### src/rtl/vff_pkg.sv
// Shared constants and types for the voice frame field generator.
// Assumes one clock domain and a frame sink on the same clock.
package vff_pkg;

  // Frame lengths in bits, one per supported frame kind
  localparam logic [11:0] LEN_SID  = 12'h030;  // Silence descriptor, 48 bits
  localparam logic [11:0] LEN_16K4 = 12'h148;  // 328 bits
  localparam logic [11:0] LEN_24K4 = 12'h1e8;  // 488 bits
  localparam logic [11:0] LEN_32K  = 12'h280;  // 640 bits
  localparam logic [11:0] LEN_48K  = 12'h3c0;  // 960 bits
  localparam logic [11:0] LEN_64K  = 12'h500;  // 1280 bits
  localparam logic [11:0] LEN_96K  = 12'h780;  // 1920 bits
  localparam logic [11:0] LEN_128K = 12'ha00;  // 2560 bits

  // Field widths
  localparam logic [4:0] BW_W        = 5'h02;  // Bandwidth code
  localparam logic [4:0] FLAG_W      = 5'h01;  // Any one-bit flag
  localparam logic [4:0] CT_W        = 5'h02;  // Coder type at 24.4, transform coder type at 24.4/32
  localparam logic [4:0] CT_LP16_W   = 5'h03;  // Coder type, linear prediction core at 16.4
  localparam logic [4:0] CT_TCX16_W  = 5'h04;  // Coder type, transform excitation core at 16.4
  localparam logic [4:0] CT_HQ16_W   = 5'h02;  // Coder type, high quality transform core at 16.4
  localparam logic [4:0] TCT_HI_W    = 5'h03;  // Transform coder type at 48/96/128
  localparam logic [4:0] JOINT_W     = 5'h08;  // Joint bandwidth and coder-type index
  localparam logic [4:0] SID_BW_W    = 5'h02;  // Silence descriptor bandwidth indicator
  localparam logic [4:0] SID_GAIN_W  = 5'h07;  // Silence descriptor global gain
  localparam logic [11:0] PAD_BITS   = 12'h003; // Trailing padding at 16.4 and 24.4
  localparam logic [11:0] NO_PAD     = 12'h000;

  // Header accumulator sizing
  localparam int unsigned HDR_W  = 16;
  localparam int unsigned HLEN_W = 5;

  // Frame kind derived from the frame length
  typedef enum logic [2:0]
  {
    RATE_SID  = 3'h0,
    RATE_16K4 = 3'h1,
    RATE_24K4 = 3'h2,
    RATE_32K  = 3'h3,
    RATE_48K  = 3'h4,
    RATE_64K  = 3'h5,
    RATE_96K  = 3'h6,
    RATE_128K = 3'h7
  } vff_rate_type;

  // One frame request from the user side
  typedef struct packed
  {
    logic [11:0] frameBits;    // Total frame length in bits
    logic        coreFamily;   // 0 linear prediction, 1 transform family
    logic        coreSelect;   // 0 transform excitation, 1 high quality transform
    logic [3:0]  coderType;    // Coder type, right aligned
    logic [1:0]  bandwidth;    // Bandwidth code
    logic [7:0]  jointIndex;   // Joint bandwidth and coder-type index
    logic        prevWasLp;    // Previous frame used linear prediction core
    logic        rate16k;      // Internal rate after linear prediction, 1 = 16 kHz
    logic        extPresent;   // Bandwidth extension in use
    logic        extSelect;    // 0 time-domain, 1 frequency-domain extension
    logic        reserved;     // Reserved flag value
    logic        noiseType;    // Silence descriptor noise type, 0 spectral
    logic        coreRate;     // Silence descriptor core sample-rate bit
    logic [6:0]  sidGain;      // Silence descriptor global gain
  } vff_req_type;

  // Serial bit towards the frame parser
  typedef struct packed
  {
    logic bitValue;
    logic bitValid;
    logic frameStart;
    logic frameEnd;
  } vff_bit_type;

endpackage

### src/rtl/vff_len_table.sv
// Frame length to frame kind lookup.
// Assumes the length is stable while it is examined; purely combinational.
`timescale 1ns/1ps
module vff_len_table
(
  // Length in
  input  wire logic [11:0]          frameBits,
  // Kind out
  output vff_pkg::vff_rate_type     rateKind,
  output logic                      lenValid
);

  // Supported lengths in kind order
  localparam logic [11:0] LEN_TAB [8] = '{vff_pkg::LEN_SID, vff_pkg::LEN_16K4, vff_pkg::LEN_24K4,
                                          vff_pkg::LEN_32K, vff_pkg::LEN_48K, vff_pkg::LEN_64K,
                                          vff_pkg::LEN_96K, vff_pkg::LEN_128K};

  logic [7:0] hit;  // One match line per entry

  // One comparator per table entry
  for (genvar i = 0; i < 8; i++)
  begin : gMatch
    assign hit[i] = (frameBits == LEN_TAB[i]);
  end

  // Encode the match; at most one line can be high
  always_comb
  begin
    rateKind = vff_pkg::RATE_SID;
    for (int j = 0; j < 8; j++)
    begin
      if (hit[j])
      begin
        rateKind = vff_pkg::vff_rate_type'(j[2:0]);
      end
    end
    lenValid = |hit;
  end

endmodule

### src/rtl/vff_hdr_shifter.sv
// Header shift register: loads a right-aligned header and
// emits it most significant bit first, one bit per shift.
// Assumes the loader does not load while bits remain.
`timescale 1ns/1ps
module vff_hdr_shifter
(
  // Clock and reset
  input  wire logic                          ref_clk,
  input  wire logic                          rst_b,
  // Load side
  input  wire logic                          load,
  input  wire logic [vff_pkg::HDR_W-1:0]     loadVec,
  input  wire logic [vff_pkg::HLEN_W-1:0]    loadLen,
  // Shift side
  input  wire logic                          shift,
  output logic                               headBit,
  output logic                               lastBit,
  output logic                               empty
);

  logic [vff_pkg::HDR_W-1:0]  vec_q;  // Header bits, right aligned
  logic [vff_pkg::HLEN_W-1:0] cnt_q;  // Bits still to go

  // Load wins over shift; one emitted bit per shift
  always_ff @(posedge ref_clk or negedge rst_b)
  begin
    if (!rst_b)
    begin
      vec_q <= '0;
      cnt_q <= '0;
    end
    else if (load)
    begin
      vec_q <= loadVec;
      cnt_q <= loadLen;
    end
    else if (shift && (cnt_q != '0))
    begin
      cnt_q <= cnt_q - 5'h01;
    end
  end

  // Topmost remaining bit goes first
  always_comb
  begin
    headBit = 1'b0;
    if (cnt_q != '0)
    begin
      headBit = vec_q[4'(cnt_q - 5'h01)];
    end
  end

  assign lastBit = (cnt_q == 5'h01);
  assign empty   = (cnt_q == '0);

endmodule

### src/rtl/vff_frame_source.sv
// Voice frame source: builds coded frames bit by bit for a field parser.
// Assumes the parser and payload source share ref_clk; no pin crossing.
//
// Function
// [RULE_01] 16.4 kbps: 328 bits, bandwidth, reserved, padding
// [RULE_02] 16.4 coder type width follows core
// [RULE_03] 24.4 kbps: 488 bits with listed fields
// [RULE_04] One bit picks prediction or transform family
// [RULE_05] Next bit picks transform core
// [RULE_06] Excitation core adds two-bit coder type
// [RULE_07] Transform core: one or two switch bits
// [RULE_08] Second switch bit gives internal rate
// [RULE_09] 32 kbps: 640 bits, core-dependent field widths
// [RULE_10] 32/64 prediction frames use joint index
// [RULE_11] 32 kbps extension flag picks extension kind
// [RULE_12] 48 kbps: excitation core only, no family
// [RULE_13] 64 kbps: 1280 bits, prediction or transform
// [RULE_14] 96/128 kbps: 1920/2560 bits, excitation only
// [RULE_15] Silence descriptor is always 48 bits
// [RULE_16] Three silence descriptor variants supported
// [RULE_17] Spectral descriptor field order and widths
// [RULE_18] Every field goes most significant bit first
// [RULE_19] Noise-type flag picks descriptor variant
// [RULE_20] Bitrate from frame length; others rejected
// [RULE_21] Fields in order; padding sent as zero
`timescale 1ns/1ps
module vff_frame_source
(
  // Clock and reset
  input  wire logic                   ref_clk,
  input  wire logic                   rst_b,
  // Frame request
  input  wire vff_pkg::vff_req_type   req,
  input  wire logic                   reqValid,
  output logic                        reqReady,
  output logic                        reqError,
  // Payload bits from the core coder
  input  wire logic                   payBit,
  input  wire logic                   payValid,
  output logic                        payReady,
  // Serial frame towards the parser
  output vff_pkg::vff_bit_type        frameOut,
  output logic                        busy
);

  // Sequencer states
  typedef enum logic [3:0]
  {
    ST_IDLE = 4'h1,
    ST_HDR  = 4'h2,
    ST_PAY  = 4'h4,
    ST_PAD  = 4'h8
  } vff_state_type;

  vff_state_type state_q;               // Current phase of the frame
  vff_state_type state_d;

  vff_pkg::vff_rate_type rateKind;      // Kind derived from requested length
  logic                  lenValid;      // Requested length is supported

  logic [vff_pkg::HDR_W-1:0]  hdrVec;   // Assembled header, right aligned
  logic [vff_pkg::HLEN_W-1:0] hdrLen;   // Header length in bits
  logic [11:0]                padLen;   // Trailing padding length
  logic [11:0]                payLen;   // Payload bits between header and padding

  logic [11:0] payCnt_q;                // Payload bits left
  logic [11:0] padCnt_q;                // Padding bits left
  logic        hdrBit;                  // Next header bit
  logic        hdrLast;                 // Header is on its final bit
  logic        hdrEmpty;                // No header bits left
  logic        firstBit_q;              // Next bit opens the frame

  logic        accept;                  // Request taken this cycle
  logic        emit;                    // A frame bit leaves this cycle
  logic        emitValue;               // Value of that bit
  logic        emitLast;                // That bit closes the frame

  // Length lookup: the length alone tells the frame kind
  vff_len_table uLen
  (
    .frameBits (req.frameBits),
    .rateKind  (rateKind),
    .lenValid  (lenValid)
  );

  // Appends a field below what is already assembled, so the
  // earliest field stays on top and leaves first
  function automatic logic [20:0] push(input logic [20:0] acc, input logic [7:0] v, input logic [4:0] w);
    logic [15:0] vec;
    logic [4:0]  len;
    logic [15:0] mask;
    vec  = acc[20:5];
    len  = acc[4:0];
    mask = 16'((17'h00001 << w) - 17'h00001);
    vec  = 16'(vec << w) | ({8'h00, v} & mask);
    len  = 5'(len + w);
    return {vec, len};
  endfunction

  // Header assembly per frame kind, fields in transmit order
  always_comb
  begin
    logic [20:0] a;
    a      = '0;
    padLen = vff_pkg::NO_PAD;
    case (rateKind)
      vff_pkg::RATE_16K4:
      begin
        a = push(a, {6'h00, req.bandwidth}, vff_pkg::BW_W);                            // RULE_01
        a = push(a, {7'h00, req.reserved}, vff_pkg::FLAG_W);                           // RULE_01
        if (!req.coreFamily)
        begin
          a = push(a, {4'h0, req.coderType}, vff_pkg::CT_LP16_W);                      // RULE_02
        end
        else if (!req.coreSelect)
        begin
          a = push(a, {4'h0, req.coderType}, vff_pkg::CT_TCX16_W);                     // RULE_02
        end
        else
        begin
          a = push(a, {4'h0, req.coderType}, vff_pkg::CT_HQ16_W);                      // RULE_02
        end
        padLen = vff_pkg::PAD_BITS;                                                    // RULE_01
      end
      vff_pkg::RATE_24K4:
      begin
        a = push(a, {6'h00, req.bandwidth}, vff_pkg::BW_W);                            // RULE_03
        a = push(a, {7'h00, req.reserved}, vff_pkg::FLAG_W);                           // RULE_03
        a = push(a, {7'h00, req.coreFamily}, vff_pkg::FLAG_W);                         // RULE_04
        if (!req.coreFamily)
        begin
          a = push(a, {4'h0, req.coderType}, vff_pkg::CT_W);                           // RULE_03
        end
        else
        begin
          a = push(a, {7'h00, req.coreSelect}, vff_pkg::FLAG_W);                       // RULE_05
          if (!req.coreSelect)
          begin
            a = push(a, {4'h0, req.coderType}, vff_pkg::CT_W);                         // RULE_06
          end
          else
          begin
            a = push(a, {7'h00, req.prevWasLp}, vff_pkg::FLAG_W);                      // RULE_07
            if (req.prevWasLp)
            begin
              a = push(a, {7'h00, req.rate16k}, vff_pkg::FLAG_W);                      // RULE_08
            end
          end
        end
        padLen = vff_pkg::PAD_BITS;                                                    // RULE_03
      end
      vff_pkg::RATE_32K:
      begin
        a = push(a, {7'h00, req.coreFamily}, vff_pkg::FLAG_W);                         // RULE_04
        if (!req.coreFamily)
        begin
          // Four-bit bandwidth and four-bit coder type as one index
          a = push(a, req.jointIndex, vff_pkg::JOINT_W);                               // RULE_10
          if (req.extPresent)
          begin
            a = push(a, {7'h00, req.extSelect}, vff_pkg::FLAG_W);                      // RULE_11
          end
        end
        else
        begin
          a = push(a, {7'h00, req.coreSelect}, vff_pkg::FLAG_W);                       // RULE_05
          if (req.coreSelect)
          begin
            a = push(a, {7'h00, req.prevWasLp}, vff_pkg::FLAG_W);                      // RULE_07
            if (req.prevWasLp)
            begin
              a = push(a, {7'h00, req.rate16k}, vff_pkg::FLAG_W);                      // RULE_08
            end
          end
          a = push(a, {6'h00, req.bandwidth}, vff_pkg::BW_W);                          // RULE_09
          if (!req.coreSelect)
          begin
            a = push(a, {4'h0, req.coderType}, vff_pkg::CT_W);                         // RULE_09
          end
        end
      end
      vff_pkg::RATE_48K:
      begin
        // No family flag: the excitation core is implied
        a = push(a, {6'h00, req.bandwidth}, vff_pkg::BW_W);                            // RULE_12
        if (req.extPresent)
        begin
          a = push(a, {7'h00, req.reserved}, vff_pkg::FLAG_W);                         // RULE_12
        end
        a = push(a, {4'h0, req.coderType}, vff_pkg::TCT_HI_W);                         // RULE_12
      end
      vff_pkg::RATE_64K:
      begin
        a = push(a, {7'h00, req.coreFamily}, vff_pkg::FLAG_W);                         // RULE_13
        if (!req.coreFamily)
        begin
          a = push(a, req.jointIndex, vff_pkg::JOINT_W);                               // RULE_10
        end
        else
        begin
          a = push(a, {7'h00, req.prevWasLp}, vff_pkg::FLAG_W);                        // RULE_07
          if (req.prevWasLp)
          begin
            a = push(a, {7'h00, req.rate16k}, vff_pkg::FLAG_W);                        // RULE_08
          end
          a = push(a, {6'h00, req.bandwidth}, vff_pkg::BW_W);                          // RULE_13
        end
      end
      vff_pkg::RATE_96K,
      vff_pkg::RATE_128K:
      begin
        a = push(a, {6'h00, req.bandwidth}, vff_pkg::BW_W);                            // RULE_14
        a = push(a, {7'h00, req.reserved}, vff_pkg::FLAG_W);                           // RULE_14
        a = push(a, {4'h0, req.coderType}, vff_pkg::TCT_HI_W);                         // RULE_14
      end
      default:
      begin
        // Silence descriptor; the prediction variants carry their
        // remaining 47 bits as payload from the coder
        a = push(a, {7'h00, req.noiseType}, vff_pkg::FLAG_W);                          // RULE_19
        if (!req.noiseType)                                                            // RULE_16
        begin
          a = push(a, {6'h00, req.bandwidth}, vff_pkg::SID_BW_W);                      // RULE_17
          a = push(a, {7'h00, req.coreRate}, vff_pkg::FLAG_W);                         // RULE_17
          a = push(a, {1'b0, req.sidGain}, vff_pkg::SID_GAIN_W);                       // RULE_17
        end
      end
    endcase
    hdrVec = a[20:5];
    hdrLen = a[4:0];
  end

  // Payload fills whatever the header and padding leave; at 48 bits
  // this is 37 energy bits or 47 descriptor bits
  assign payLen = req.frameBits - {7'h00, hdrLen} - padLen;                           // RULE_15

  // A request is taken only when idle; an unsupported length is
  // refused and flagged instead of producing a frame
  assign reqReady = (state_q == ST_IDLE);
  assign accept   = reqValid && reqReady && lenValid;                                  // RULE_20

  // Header shift register
  vff_hdr_shifter uHdr
  (
    .ref_clk (ref_clk),
    .rst_b   (rst_b),
    .load    (accept),
    .loadVec (hdrVec),
    .loadLen (hdrLen),
    .shift   (state_q == ST_HDR),
    .headBit (hdrBit),
    .lastBit (hdrLast),
    .empty   (hdrEmpty)
  );

  // Payload is pulled only while its phase runs
  assign payReady = (state_q == ST_PAY);

  // Bit selection: header, then payload, then zero padding
  always_comb
  begin
    emit      = 1'b0;
    emitValue = 1'b0;
    emitLast  = 1'b0;
    state_d   = state_q;
    case (state_q)
      ST_IDLE:
      begin
        if (accept)
        begin
          state_d = ST_HDR;
        end
      end
      ST_HDR:
      begin
        emit      = !hdrEmpty;
        emitValue = hdrBit;                                                           // RULE_18
        if (hdrLast || hdrEmpty)
        begin
          // Payload of zero length goes straight on
          if (payCnt_q != 12'h000)
          begin
            state_d = ST_PAY;
          end
          else if (padCnt_q != 12'h000)
          begin
            state_d = ST_PAD;
          end
          else
          begin
            emitLast = 1'b1;
            state_d  = ST_IDLE;
          end
        end
      end
      ST_PAY:
      begin
        // A missing payload bit stalls the frame, it never inserts one
        emit      = payValid;
        emitValue = payBit;                                                           // RULE_21
        if (payValid && (payCnt_q == 12'h001))
        begin
          if (padCnt_q != 12'h000)
          begin
            state_d = ST_PAD;
          end
          else
          begin
            emitLast = 1'b1;
            state_d  = ST_IDLE;
          end
        end
      end
      ST_PAD:
      begin
        emit      = 1'b1;
        emitValue = 1'b0;                                                             // RULE_21
        if (padCnt_q == 12'h001)
        begin
          emitLast = 1'b1;
          state_d  = ST_IDLE;
        end
      end
      default:
      begin
        state_d = ST_IDLE;
      end
    endcase
  end

  // Phase register
  always_ff @(posedge ref_clk or negedge rst_b)
  begin
    if (!rst_b)
    begin
      state_q <= ST_IDLE;
    end
    else
    begin
      state_q <= state_d;
    end
  end

  // Payload and padding counters, loaded at acceptance
  always_ff @(posedge ref_clk or negedge rst_b)
  begin
    if (!rst_b)
    begin
      payCnt_q <= 12'h000;
      padCnt_q <= 12'h000;
    end
    else if (accept)
    begin
      payCnt_q <= payLen;
      padCnt_q <= padLen;
    end
    else
    begin
      if ((state_q == ST_PAY) && payValid && (payCnt_q != 12'h000))
      begin
        payCnt_q <= payCnt_q - 12'h001;
      end
      if ((state_q == ST_PAD) && (padCnt_q != 12'h000))
      begin
        padCnt_q <= padCnt_q - 12'h001;
      end
    end
  end

  // Marks the first emitted bit of each frame
  always_ff @(posedge ref_clk or negedge rst_b)
  begin
    if (!rst_b)
    begin
      firstBit_q <= 1'b0;
    end
    else if (accept)
    begin
      firstBit_q <= 1'b1;
    end
    else if (emit)
    begin
      firstBit_q <= 1'b0;
    end
  end

  // Registered serial output; one cycle behind the selection
  always_ff @(posedge ref_clk or negedge rst_b)
  begin
    if (!rst_b)
    begin
      frameOut <= '0;
    end
    else
    begin
      frameOut.bitValue   <= emit && emitValue;
      frameOut.bitValid   <= emit;
      frameOut.frameStart <= emit && firstBit_q;
      frameOut.frameEnd   <= emit && emitLast;
    end
  end

  // Refusal of an unsupported length, one pulse per refused request
  always_ff @(posedge ref_clk or negedge rst_b)
  begin
    if (!rst_b)
    begin
      reqError <= 1'b0;
    end
    else
    begin
      reqError <= reqValid && reqReady && !lenValid;                                   // RULE_20
    end
  end

  // Busy covers the whole frame, including the last output bit
  assign busy = (state_q != ST_IDLE) || frameOut.bitValid;

endmodule

### config.mk
export PLATFORM = sky130hd
export DESIGN_NAME = vff_frame_source
export DESIGN_NICKNAME = d
export VERILOG_FILES = /design/src/rtl/vff_pkg.sv /design/src/rtl/vff_len_table.sv /design/src/rtl/vff_hdr_shifter.sv /design/src/rtl/vff_frame_source.sv
export SDC_FILE = /design/constraint.sdc
export NUM_CORES = 1
export LEC_CHECK = 0
export ABC_AREA = 1
export BUFFER_PORTS_ARGS = -buffer_cell sky130_fd_sc_hd__buf_2
export CORE_AREA = 2 2 110 112
export CTS_BUF_LIST = sky130_fd_sc_hd__clkbuf_4 sky130_fd_sc_hd__clkbuf_8
export CTS_CLUSTER_DIAMETER = 50
export DETAILED_ROUTE_END_ITERATION = 16
export DIE_AREA = 0 0 112 114
export GPL_TIMING_DRIVEN = 1
export PLACE_DENSITY = 0.57
export SLEW_MARGIN = 10
export SYNTH_ARGS = -nofsm -noshare
export SYNTH_HDL_FRONTEND = slang
export SYNTH_SLANG_ARGS = --single-unit
### constraint.sdc
create_clock -name ref_clk -period 3.2 [get_ports ref_clk]
set_clock_uncertainty 0.15 [all_clocks]
set_input_delay 0.32 -clock ref_clk [delete_from_list [all_inputs] [get_ports ref_clk]]
set_output_delay 0.32 -clock ref_clk [all_outputs]
set_load 0.01 [all_outputs]
==> summary.txt, run 1 <==
Hold path
  • HP Class: primary input to flop
  • Worst hold path endpoint: frameOut[3]
  • Hold Path Depth: 3
  • Min-delay src: payBit

Drt
  • Drt drc: 0
  • Drt pass-1 iters: 4
  • Overall routed net length: 13900 um
  • Via count: around 5100
  • DRT iter0 DRCs: 286
  • Via-to-Cell Ratio: 4.98
  • Post-DRT Antenna Nets: 0
  • Per-cell routed wire length: 13.7 um

Critical path
  • Worst Path Arrival: roughly 3.2 ns
  • WS Path Type: primary input to flop
  • R2r worst-path depth: 11
  • CP Max Fanout: 5
  • Worst path required time: 3.26 ns
  • Startpoint types: primary input
  • R2r startpoint: padCnt_q[0]
  • Crit Reg-Reg Endpoint: padCnt_q[0]
  • Reg2Reg Setup Slack: 0.56 ns
  • Endpoint class of the critical path: flop

STA
  • Worst Tran Pin Value: 0.837 ns
  • Final setup violation count: 0
  • Hold Violations, Final: 0
  • Final min period: 3.17 ns
  • Slew Limit Fails: 0
  • F_max: about 0.32 GHz
  • Tcrit/Tclk final: 0.990
  • Slew Limit Headroom: 0.440

Synth
  • Avg Synthesized Cell Area: 6.25 um^2
  • Largest area contributor in the netlist: dfrtp_1
  • Async S/R FF share, synth: 1.00
  • Synth cell types: 44
  • Number of synthesized flops with an enable pin: 0
  • Top_reg_cell synth: dfrtp_1
  • Synth top cells by count: nand2_1 (202), nor2_1 (98), inv_1 (92), nand3_1 (72), o21ai_0 (58)
  • Post-Synthesis Cells: approximately 750
  • Register area share after synthesis: 0.263
  • Largest cells by area after synthesis: dfrtp_1 (26%), nand2_1 (16%), nor2_1 (7.9%)
  • Post-Syn Area: 0.00467 mm^2
  • Synthesis warning total: 0
  • Yosys reg bits: between 40 and 50
  • Yosys top cell area share: 0.257
  • Top-count cell post-synth: nand2_1
  • Syn nets: just over 800

Power
  • VDD IR-drop max: roughly 0.00013 V
  • Lkg Pwr: 0.00322 uW
  • Power Dens Cells: 242 mW/mm^2
  • Power, Total: 1450 uW

Final layout
  • Nets: 940
  • Layout cells sized above 1: 0.246
  • Design Area, Final: 0.00602 mm^2
  • Ant diodes: 0
  • Area grow syn2layout: 28.7%

Global routing
  • Number of global-route vias before repair: 4859
  • Gr usage total: 0.217
  • Gr ovfl total: 0
  • First-pass GRT wire length: 22800 um
  • Initial antenna violation count: 0
  • Pin count of the biggest net entering global routing: 50

Clock network
  • Clk_lat worst skew: 0.31 ns
  • CTS Buffer Depth: 2
  • CTS Buf Count: 5
  • CTS sink count: 49
  • Root buf cell: clkbuf_8
  • Clk slew on worst S/H paths: 0.09 ns
  • CTS tree: done
  • H-tree levels: 2

Place
  • IO buf count: 54
  • Final GP Congestion: 0.894
  • Post-DP Area: 0.00561 mm^2
  • DPL Wire Length: around 11000 um

Floorplanning
  • # rows: 40
  • # IOs: 55
  • Core area: 0.0117 mm^2
  • Initial Util: 0.399
  • Die ar.: 0.0128 mm^2
  • Chip height: 114 um
  • Chip width: approximately 110 um

Job
  • MaxCap Viol Count: 0

Status
  • Status: complete, no violations
state kept, by name (all words and copies together), names as in the netlist:
signal / cells
state_q: 4
uHdr.cnt_q: 5
uHdr.vec_q: 10
payCnt_q: 12
reqError: 1
firstBit_q: 1
frameOut: 4
padCnt_q: 12
critical path, cell delays in order:
cell and delay (ns):
buf_2 0.13, o21ai_2 0.33, nand4_1 0.29, o311ai_4 0.16, nor2_4 0.07, fa_1 0.57, ha_1 0.21, nor2_4 0.06
fa_2 0.36, o21ai_2 0.17, nand3_2 0.09, nand3b_1 0.11, xor2_1 0.15, nand2_1 0.07, nand2_1 0.08, nand2_1 0.05
layout make-up:
class | instances | area [um^2]
fill | 1255 | 5700
multi-input combinational | 580 | 3190
sequential | 49 | 1230
timing repair buffer | 136 | 943
inverter | 101 | 382
tap | 147 | 184
clock buffer | 6 | 76.3
clock inverter | 2 | 15.0
what timing repair did:
action                                  in CTS  in global routing
endpoints found under the hold margin       48                  0
endpoints found under the setup margin       0                 10
setup buffers                                0                  7
hold buffers                                 1                  0
resized for setup                            0                 75
per-stage QoR:
step	std cells	hold WS (ns)	utilization	setup slack, ns	TNS, ns
final	1021	0.119	0.514	0.0322	0
after global routing	1021	0.139	0.514	-0.116	-0.331
after CTS	1014	0.123	0.488	0.0299	0
after detailed placement	1005	0.319	0.479	-0.299	-1.64
after global placement	1005	0.312	0.479	-0.255	-1.32
after floorplan	748	-0.126	-	-0.0183	-0.0183
power breakdown:
group	internal, uW	total (uW)	switching, uW	leakage [uW]
Clock	163	376	214	0.0000408
Sequential	639	656	16.8	0.000627
Combinational	182	423	240	0.00255
placed cells by master (no fill, tap or decap), types with 2 or more instances in the layout:
cell        count
nand3_4         4
buf_6           6
or2_2           5
nor2_4         14
nand3_2         5
inv_1          85
nand3_1        67
dfrtp_1        48
o21ai_1         2
clkinvlp_4      2
a22oi_1         2
nor3_4          2
clkbuf_8        5
inv_2          13
clkinv_1        2
o21ai_0        55
a21oi_1        23
nor2_1         87
ha_1           17
nand4_1        14
o22ai_1         5
buf_2          44
nor2_2          3
nor3_1         14
nand3b_1        4
nand2_4         7
clkbuf_4        2
nand2_1       191
o21ai_2         3
xor2_1         25
xnor2_1         5
nand2_2         9
buf_4          83
routing by layer:
layer | global-route usage | wire [um] | vias up
met5 | 0 | 0 | -
met3 | 0.0191 | 496 | 23
met4 | 0.0650 | 282 | 0
met1 | 0.286 | 6390 | 2289
li1 | - | - | 2651
met2 | 0.380 | 6770 | 117
how the worst max path moves through the flow:
| stage | from | to | slack [ns] | cells past startpoint |
|---|---|---|---|---|
| after floorplan | req[30] | payCnt_q[10] | -0.02 | 21 |
| after global placement | req[30] | payCnt_q[7] | -0.26 | 22 |
| after detailed placement | req[30] | payCnt_q[7] | -0.30 | 22 |
| after CTS | req[30] | payCnt_q[7] | 0.03 | 22 |
| after global routing | req[35] | payCnt_q[10] | -0.12 | 18 |
| final | req[13] | payCnt_q[10] | 0.03 | 16 |
logic make-up after synthesis:
group                      after synthesis  synth area share
other                                    1          0.000802
buffers and inverters                  119             0.103
and+or+nand+nor                        432             0.409
DFF                                     49             0.263
AOI/OAI and AO/OA                       97             0.112
xor gates and xnor gates                30            0.0562
adders and majority gates               20            0.0568
Note: power is estimated with default switching activity, not from simulation.
==> run 2: changes to the inputs <==
--- a/config.mk
+++ b/config.mk
@@ -5,15 +5,16 @@
 export SDC_FILE = /design/constraint.sdc
 export NUM_CORES = 1
 export LEC_CHECK = 0
-export ABC_AREA = 1
 export BUFFER_PORTS_ARGS = -buffer_cell sky130_fd_sc_hd__buf_2
-export CORE_AREA = 2 2 110 112
+export CELL_PAD_IN_SITES_DETAIL_PLACEMENT = 2
+export CELL_PAD_IN_SITES_GLOBAL_PLACEMENT = 2
+export CORE_AREA = 2 2 106 108
 export CTS_BUF_LIST = sky130_fd_sc_hd__clkbuf_4 sky130_fd_sc_hd__clkbuf_8
 export CTS_CLUSTER_DIAMETER = 50
 export DETAILED_ROUTE_END_ITERATION = 16
-export DIE_AREA = 0 0 112 114
+export DIE_AREA = 0 0 108 110
 export GPL_TIMING_DRIVEN = 1
-export PLACE_DENSITY = 0.57
+export PLACE_DENSITY = 0.86
 export SLEW_MARGIN = 10
 export SYNTH_ARGS = -nofsm -noshare
 export SYNTH_HDL_FRONTEND = slang
==> run 2 against run 1 <==
Effect of this change: the run now ends with setup timing left; clock power up 9.8%; setup slack worse by 1.1 ns; global-route usage increased by 15 points; critical path depth grew 4; combinational power increased by 9.0%; die area is 7.0% lower; first-iteration DRC count increased by 41%; flip-flop and latch count unchanged; highest routed layer unchanged.
==> summary.txt, run 2 <==
Synth
  • Async S/R FF share, synth: 1.00 (unchanged)
  • Yosys reg bits: 49 (unchanged)
  • Post-Synthesis Cells: 507 (-32%)
  • Avg Synthesized Cell Area: 8.13 um^2 (+30%)
  • Post-Syn Area: 0.00412 mm^2 (-12%)
  • Synth top cells by count: dfrtp_1 (48), nor2_1 (48), nand2_1 (45), a21oi_1 (29)
  • Number of synthesized flops with an enable pin: 0 (unchanged)
  • Top_reg_cell synth: dfrtp_1
  • Register area share after synthesis: 0.298 (+0.0351)
  • Synthesis warning total: 0 (unchanged)
  • Largest area contributor in the netlist: dfrtp_1
  • Syn nets: 574 (-30%)
  • Synth cell types: 78 (+77%)
  • Largest cells by area after synthesis: dfrtp_1 (29%), ha_1 (5.5%), nor2_1 (4.4%)
  • Yosys top cell area share: 0.291 (+0.0343)

Hold path
  • Min-delay src: payBit
  • Hold Path Depth: 3 (unchanged)
  • HP Class: primary input to flop
  • Worst hold path endpoint: frameOut[3]

Global routing
  • Pin count of the biggest net entering global routing: 37 (-26%)
  • Gr usage total: 0.363 (+0.146)
  • First-pass GRT wire length: 32300 um (+42%)
  • Number of global-route vias before repair: 5404 (+11%)
  • Initial antenna violation count: 0 (unchanged)
  • Gr ovfl total: 0 (unchanged)

Power
  • Sw frac: 0.333 (+0.00953)
  • VDD IR-drop max: 0.000194 V (+49%)
  • Power Dens Cells: 257 mW/mm^2 (+6.2%)
  • Lkg Pwr: 0.00251 uW (-22%)
  • Net Sw Power: 498 uW (+5.7%)
  • Comb power frac: 0.309 (+0.019)
  • Clk network pwr share: 0.276 (+0.017)
  • Sequential Power Share: 0.415 (-0.036)
  • Internal power: 997 uW (+1.3%)

Final layout
  • Design Area, Final: 0.00582 mm^2 (-3.3%)
  • Commonest non-fill, non-tap cell in the layout: buf_4
  • Most frequent cells in the layout: buf_4 (95), buf_2 (49), dfrtp_1 (48)
  • Area grow syn2layout: 41.1%
  • Fin cells: 782 (-23%)
  • Largest regs: padCnt_q: 12 flops, payCnt_q: 12 flops, uHdr.vec_q: 10 flops
  • Nets: 709 (-25%)
  • Ant diodes: 0 (unchanged)
  • Layout cells sized above 1: 0.382 (+0.136)

Floorplanning
  • Chip width: 108 um (-3.6%)
  • # IOs: 55 (unchanged)
  • Core area: 0.0107 mm^2 (-8.7%)
  • Chip height: 110 um (-3.5%)
  • Die ar.: 0.0119 mm^2 (-7.0%)
  • # rows: 38 (-5.0%)
  • Initial Util: 0.385 (-0.0137)

Critical path
  • WP depth: 20 (+4)
  • Reg2Reg Setup Slack: 0.26 ns (-0.30 ns)
  • R2r startpoint: padCnt_q[2]
  • Crit path max-delay family: simple AND/OR/NAND/NOR gates
  • Worst path required time: 3.22 ns (-0.04 ns)
  • Worst path bufs/invs: 4 (+3)
  • Crit-path cells: buf_6 -> or4_4 -> buf_6 -> nor3_4 -> o21ai_2 -> o21ai_4 -> o211a_4 -> fa_2 -> inv_2 -> ha_4 -> nor2_4 -> fa_2 -> nor2b_2 -> o21ai_2 -> a21boi_2 -> o21ai_2 -> buf_4 -> nand2_2 -> xor2_1 -> o21ai_1
  • WS Path Type: primary input to flop
  • Crit path max-delay cell type: or4_4
  • Crit Reg-Reg Endpoint: padCnt_q[11]
  • CP dominant cell by count: o21ai_2
  • Slowest stage delay, CP: 0.54 ns (-0.03 ns)
  • Worst Path Arrival: 4.26 ns (+1.03 ns)
  • Startpoint types: primary input
  • R2r worst-path depth: 7 (-4)
  • Endpoint class of the critical path: flop
  • CP Max Fanout: 4 (-1)

Clock network
  • Clk slew on worst S/H paths: 0.11 ns (+0.02 ns)
  • Clk_lat worst skew: 0.33 ns (+0.02 ns)
  • CTS Buffer Depth: 2 (unchanged)
  • H-tree levels: 2 (unchanged)
  • CTS sink count: 49 (unchanged)
  • Root buf cell: clkbuf_8
  • CTS Buf Count: 5 (unchanged)
  • CTS tree: done

STA
  • Tcrit/Tclk final: 1.33 (+0.336)
  • Slew Limit Fails: 0 (unchanged)
  • F_max: 0.236 GHz (-25%)
  • Final setup violation count: 11 (+11)
  • Final min period: 4.24 ns (+1.07 ns)
  • RSZ-0062 raised after global routing: yes
  • Hold Violations, Final: 0 (unchanged)
  • Final worst slack: -1.04 ns (-1.07 ns)
  • Slew Limit Headroom: 0.404 (-0.0352)
  • Worst Tran Pin Value: 0.893 ns (+0.0559 ns)

Drt
  • Drt pass-1 iters: 5 (+1)
  • M1 WL: 9250 um (+45%)
  • Via count: 5212 (+2.6%)
  • Post-DRT Antenna Nets: 0 (unchanged)
  • Drt drc: 0 (unchanged)
  • Per-cell routed wire length: 33.1 um (+140%)
  • Overall routed net length: 25900 um (+86%)
  • Via-to-Cell Ratio: 6.66 (+34%)
  • Top sig layer: met4
  • Routed length on met2: 12800 um (+89%)
  • DRT iter0 DRCs: 403 (+41%)
  • Met3 wire len: 1520 um (+210%)

Place
  • DPL Wire Length: 13500 um (+22%)
  • Final GP Congestion: 0.894 (about the same)
  • Setup WS pre-CTS: -1.21 ns (-0.914 ns)
  • # placed instances: 745 (-26%)
  • IO buf count: 54 (unchanged)
  • Post-DP Area: 0.00503 mm^2 (-10%)

Status
  • Failing checks: setup timing
  • Status: complete, but fails checks

Job
  • MaxCap Viol Count: 0 (unchanged)
## run 2: cell count changes after synthesis, moves of 8 or more
cell	change
nor2_1	-50
nand2_1	-157
nand2b_1	+8
o21ai_0	-30
inv_1	-64
clkbuf_1	+11
mux2i_1	+13
nand3_1	-56
xor2_1	-16
or3_1	+8
nor4_1	+9
xnor2_1	+15
nand4_1	-9
## run 2: worst max path at each step
stage	slack [ns]	to	start
after floorplan	-0.59	payCnt_q[10]	req[41]
after global placement	-0.80	payCnt_q[6]	req[30]
after detailed placement	-1.21	payCnt_q[10]	req[40]
after CTS	-0.58	payCnt_q[10]	req[33]
after global routing	-1.08	payCnt_q[8]	req[33]
final	-1.04	payCnt_q[8]	req[31]
## run 2: cells by family (layout without fill, tap and decap cells)
kind of cell,Yosys count,in the layout,share of synthesized area
adder cells (fa/ha/maj),20,20,0.0643
flip-flops,49,49,0.298
other,1,1,0.000910
XOR/XNOR,29,29,0.0616
buffers and inverters,59,194,0.0604
multiplexers,19,19,0.0507
AND/OR/NAND/NOR,199,199,0.249
AO/OA/AOI/OAI,131,131,0.215
## run 2: worst register-to-register path, delay by kind of cell, from the launching register on
kind	cells	cell delay, ns
XOR/XNOR	1	0.31
flip-flops	1	0.48
AND/OR/NAND/NOR	6	1.88
## run 2: cell type report
class,count,area [um^2]
Fill cell,1098,4880
Multi-Input combinational cell,399,3080
Sequential cell,49,1230
Timing Repair Buffer,159,1140
Tap cell,140,175
Inverter,28,105
Clock buffer,6,82.6
Clock inverter,1,7.51
## run 2: power by group through the flow
stage / clock network [uW] / logic [uW] / registers [uW]
detailed placement: 0 / 303 / 633
global placement: 0 / 274 / 633
global route: 434 / 475 / 621
finish: 413 / 461 / 621
CTS: 394 / 355 / 620
floorplan: 0 / 135 / 634
## run 2: stage by stage
stage / util / TNS (ns) / hold slack [ns] / total power (uW)
after floorplan: - / -3.89 / -0.126 / 769
after global placement: 0.470 / -6.52 / 0.310 / 907
after detailed placement: 0.470 / -10.96 / 0.325 / 936
after CTS: 0.511 / -4.48 / 0.119 / 1370
after global routing: 0.544 / -8.24 / 0.132 / 1530
final: 0.544 / -7.81 / 0.132 / 1490
## run 2: repair_timing
| action | 4_1_cts | 5_1_grt |
|---|---|---|
| hold buffers | 1 | 0 |
| endpoints found under the setup margin | 12 | 12 |
| endpoints found under the hold margin | 34 | 0 |
| pin swaps | 14 | 29 |
| setup buffers | 14 | 19 |
| resized for setup | 49 | 45 |
## run 2: per-layer routing
layer  up-vias  GRT usage
met5         -          0
met4         0      0.216
met3       161     0.0417
met2       328      0.669
met1      2611      0.402
li1       2112          -
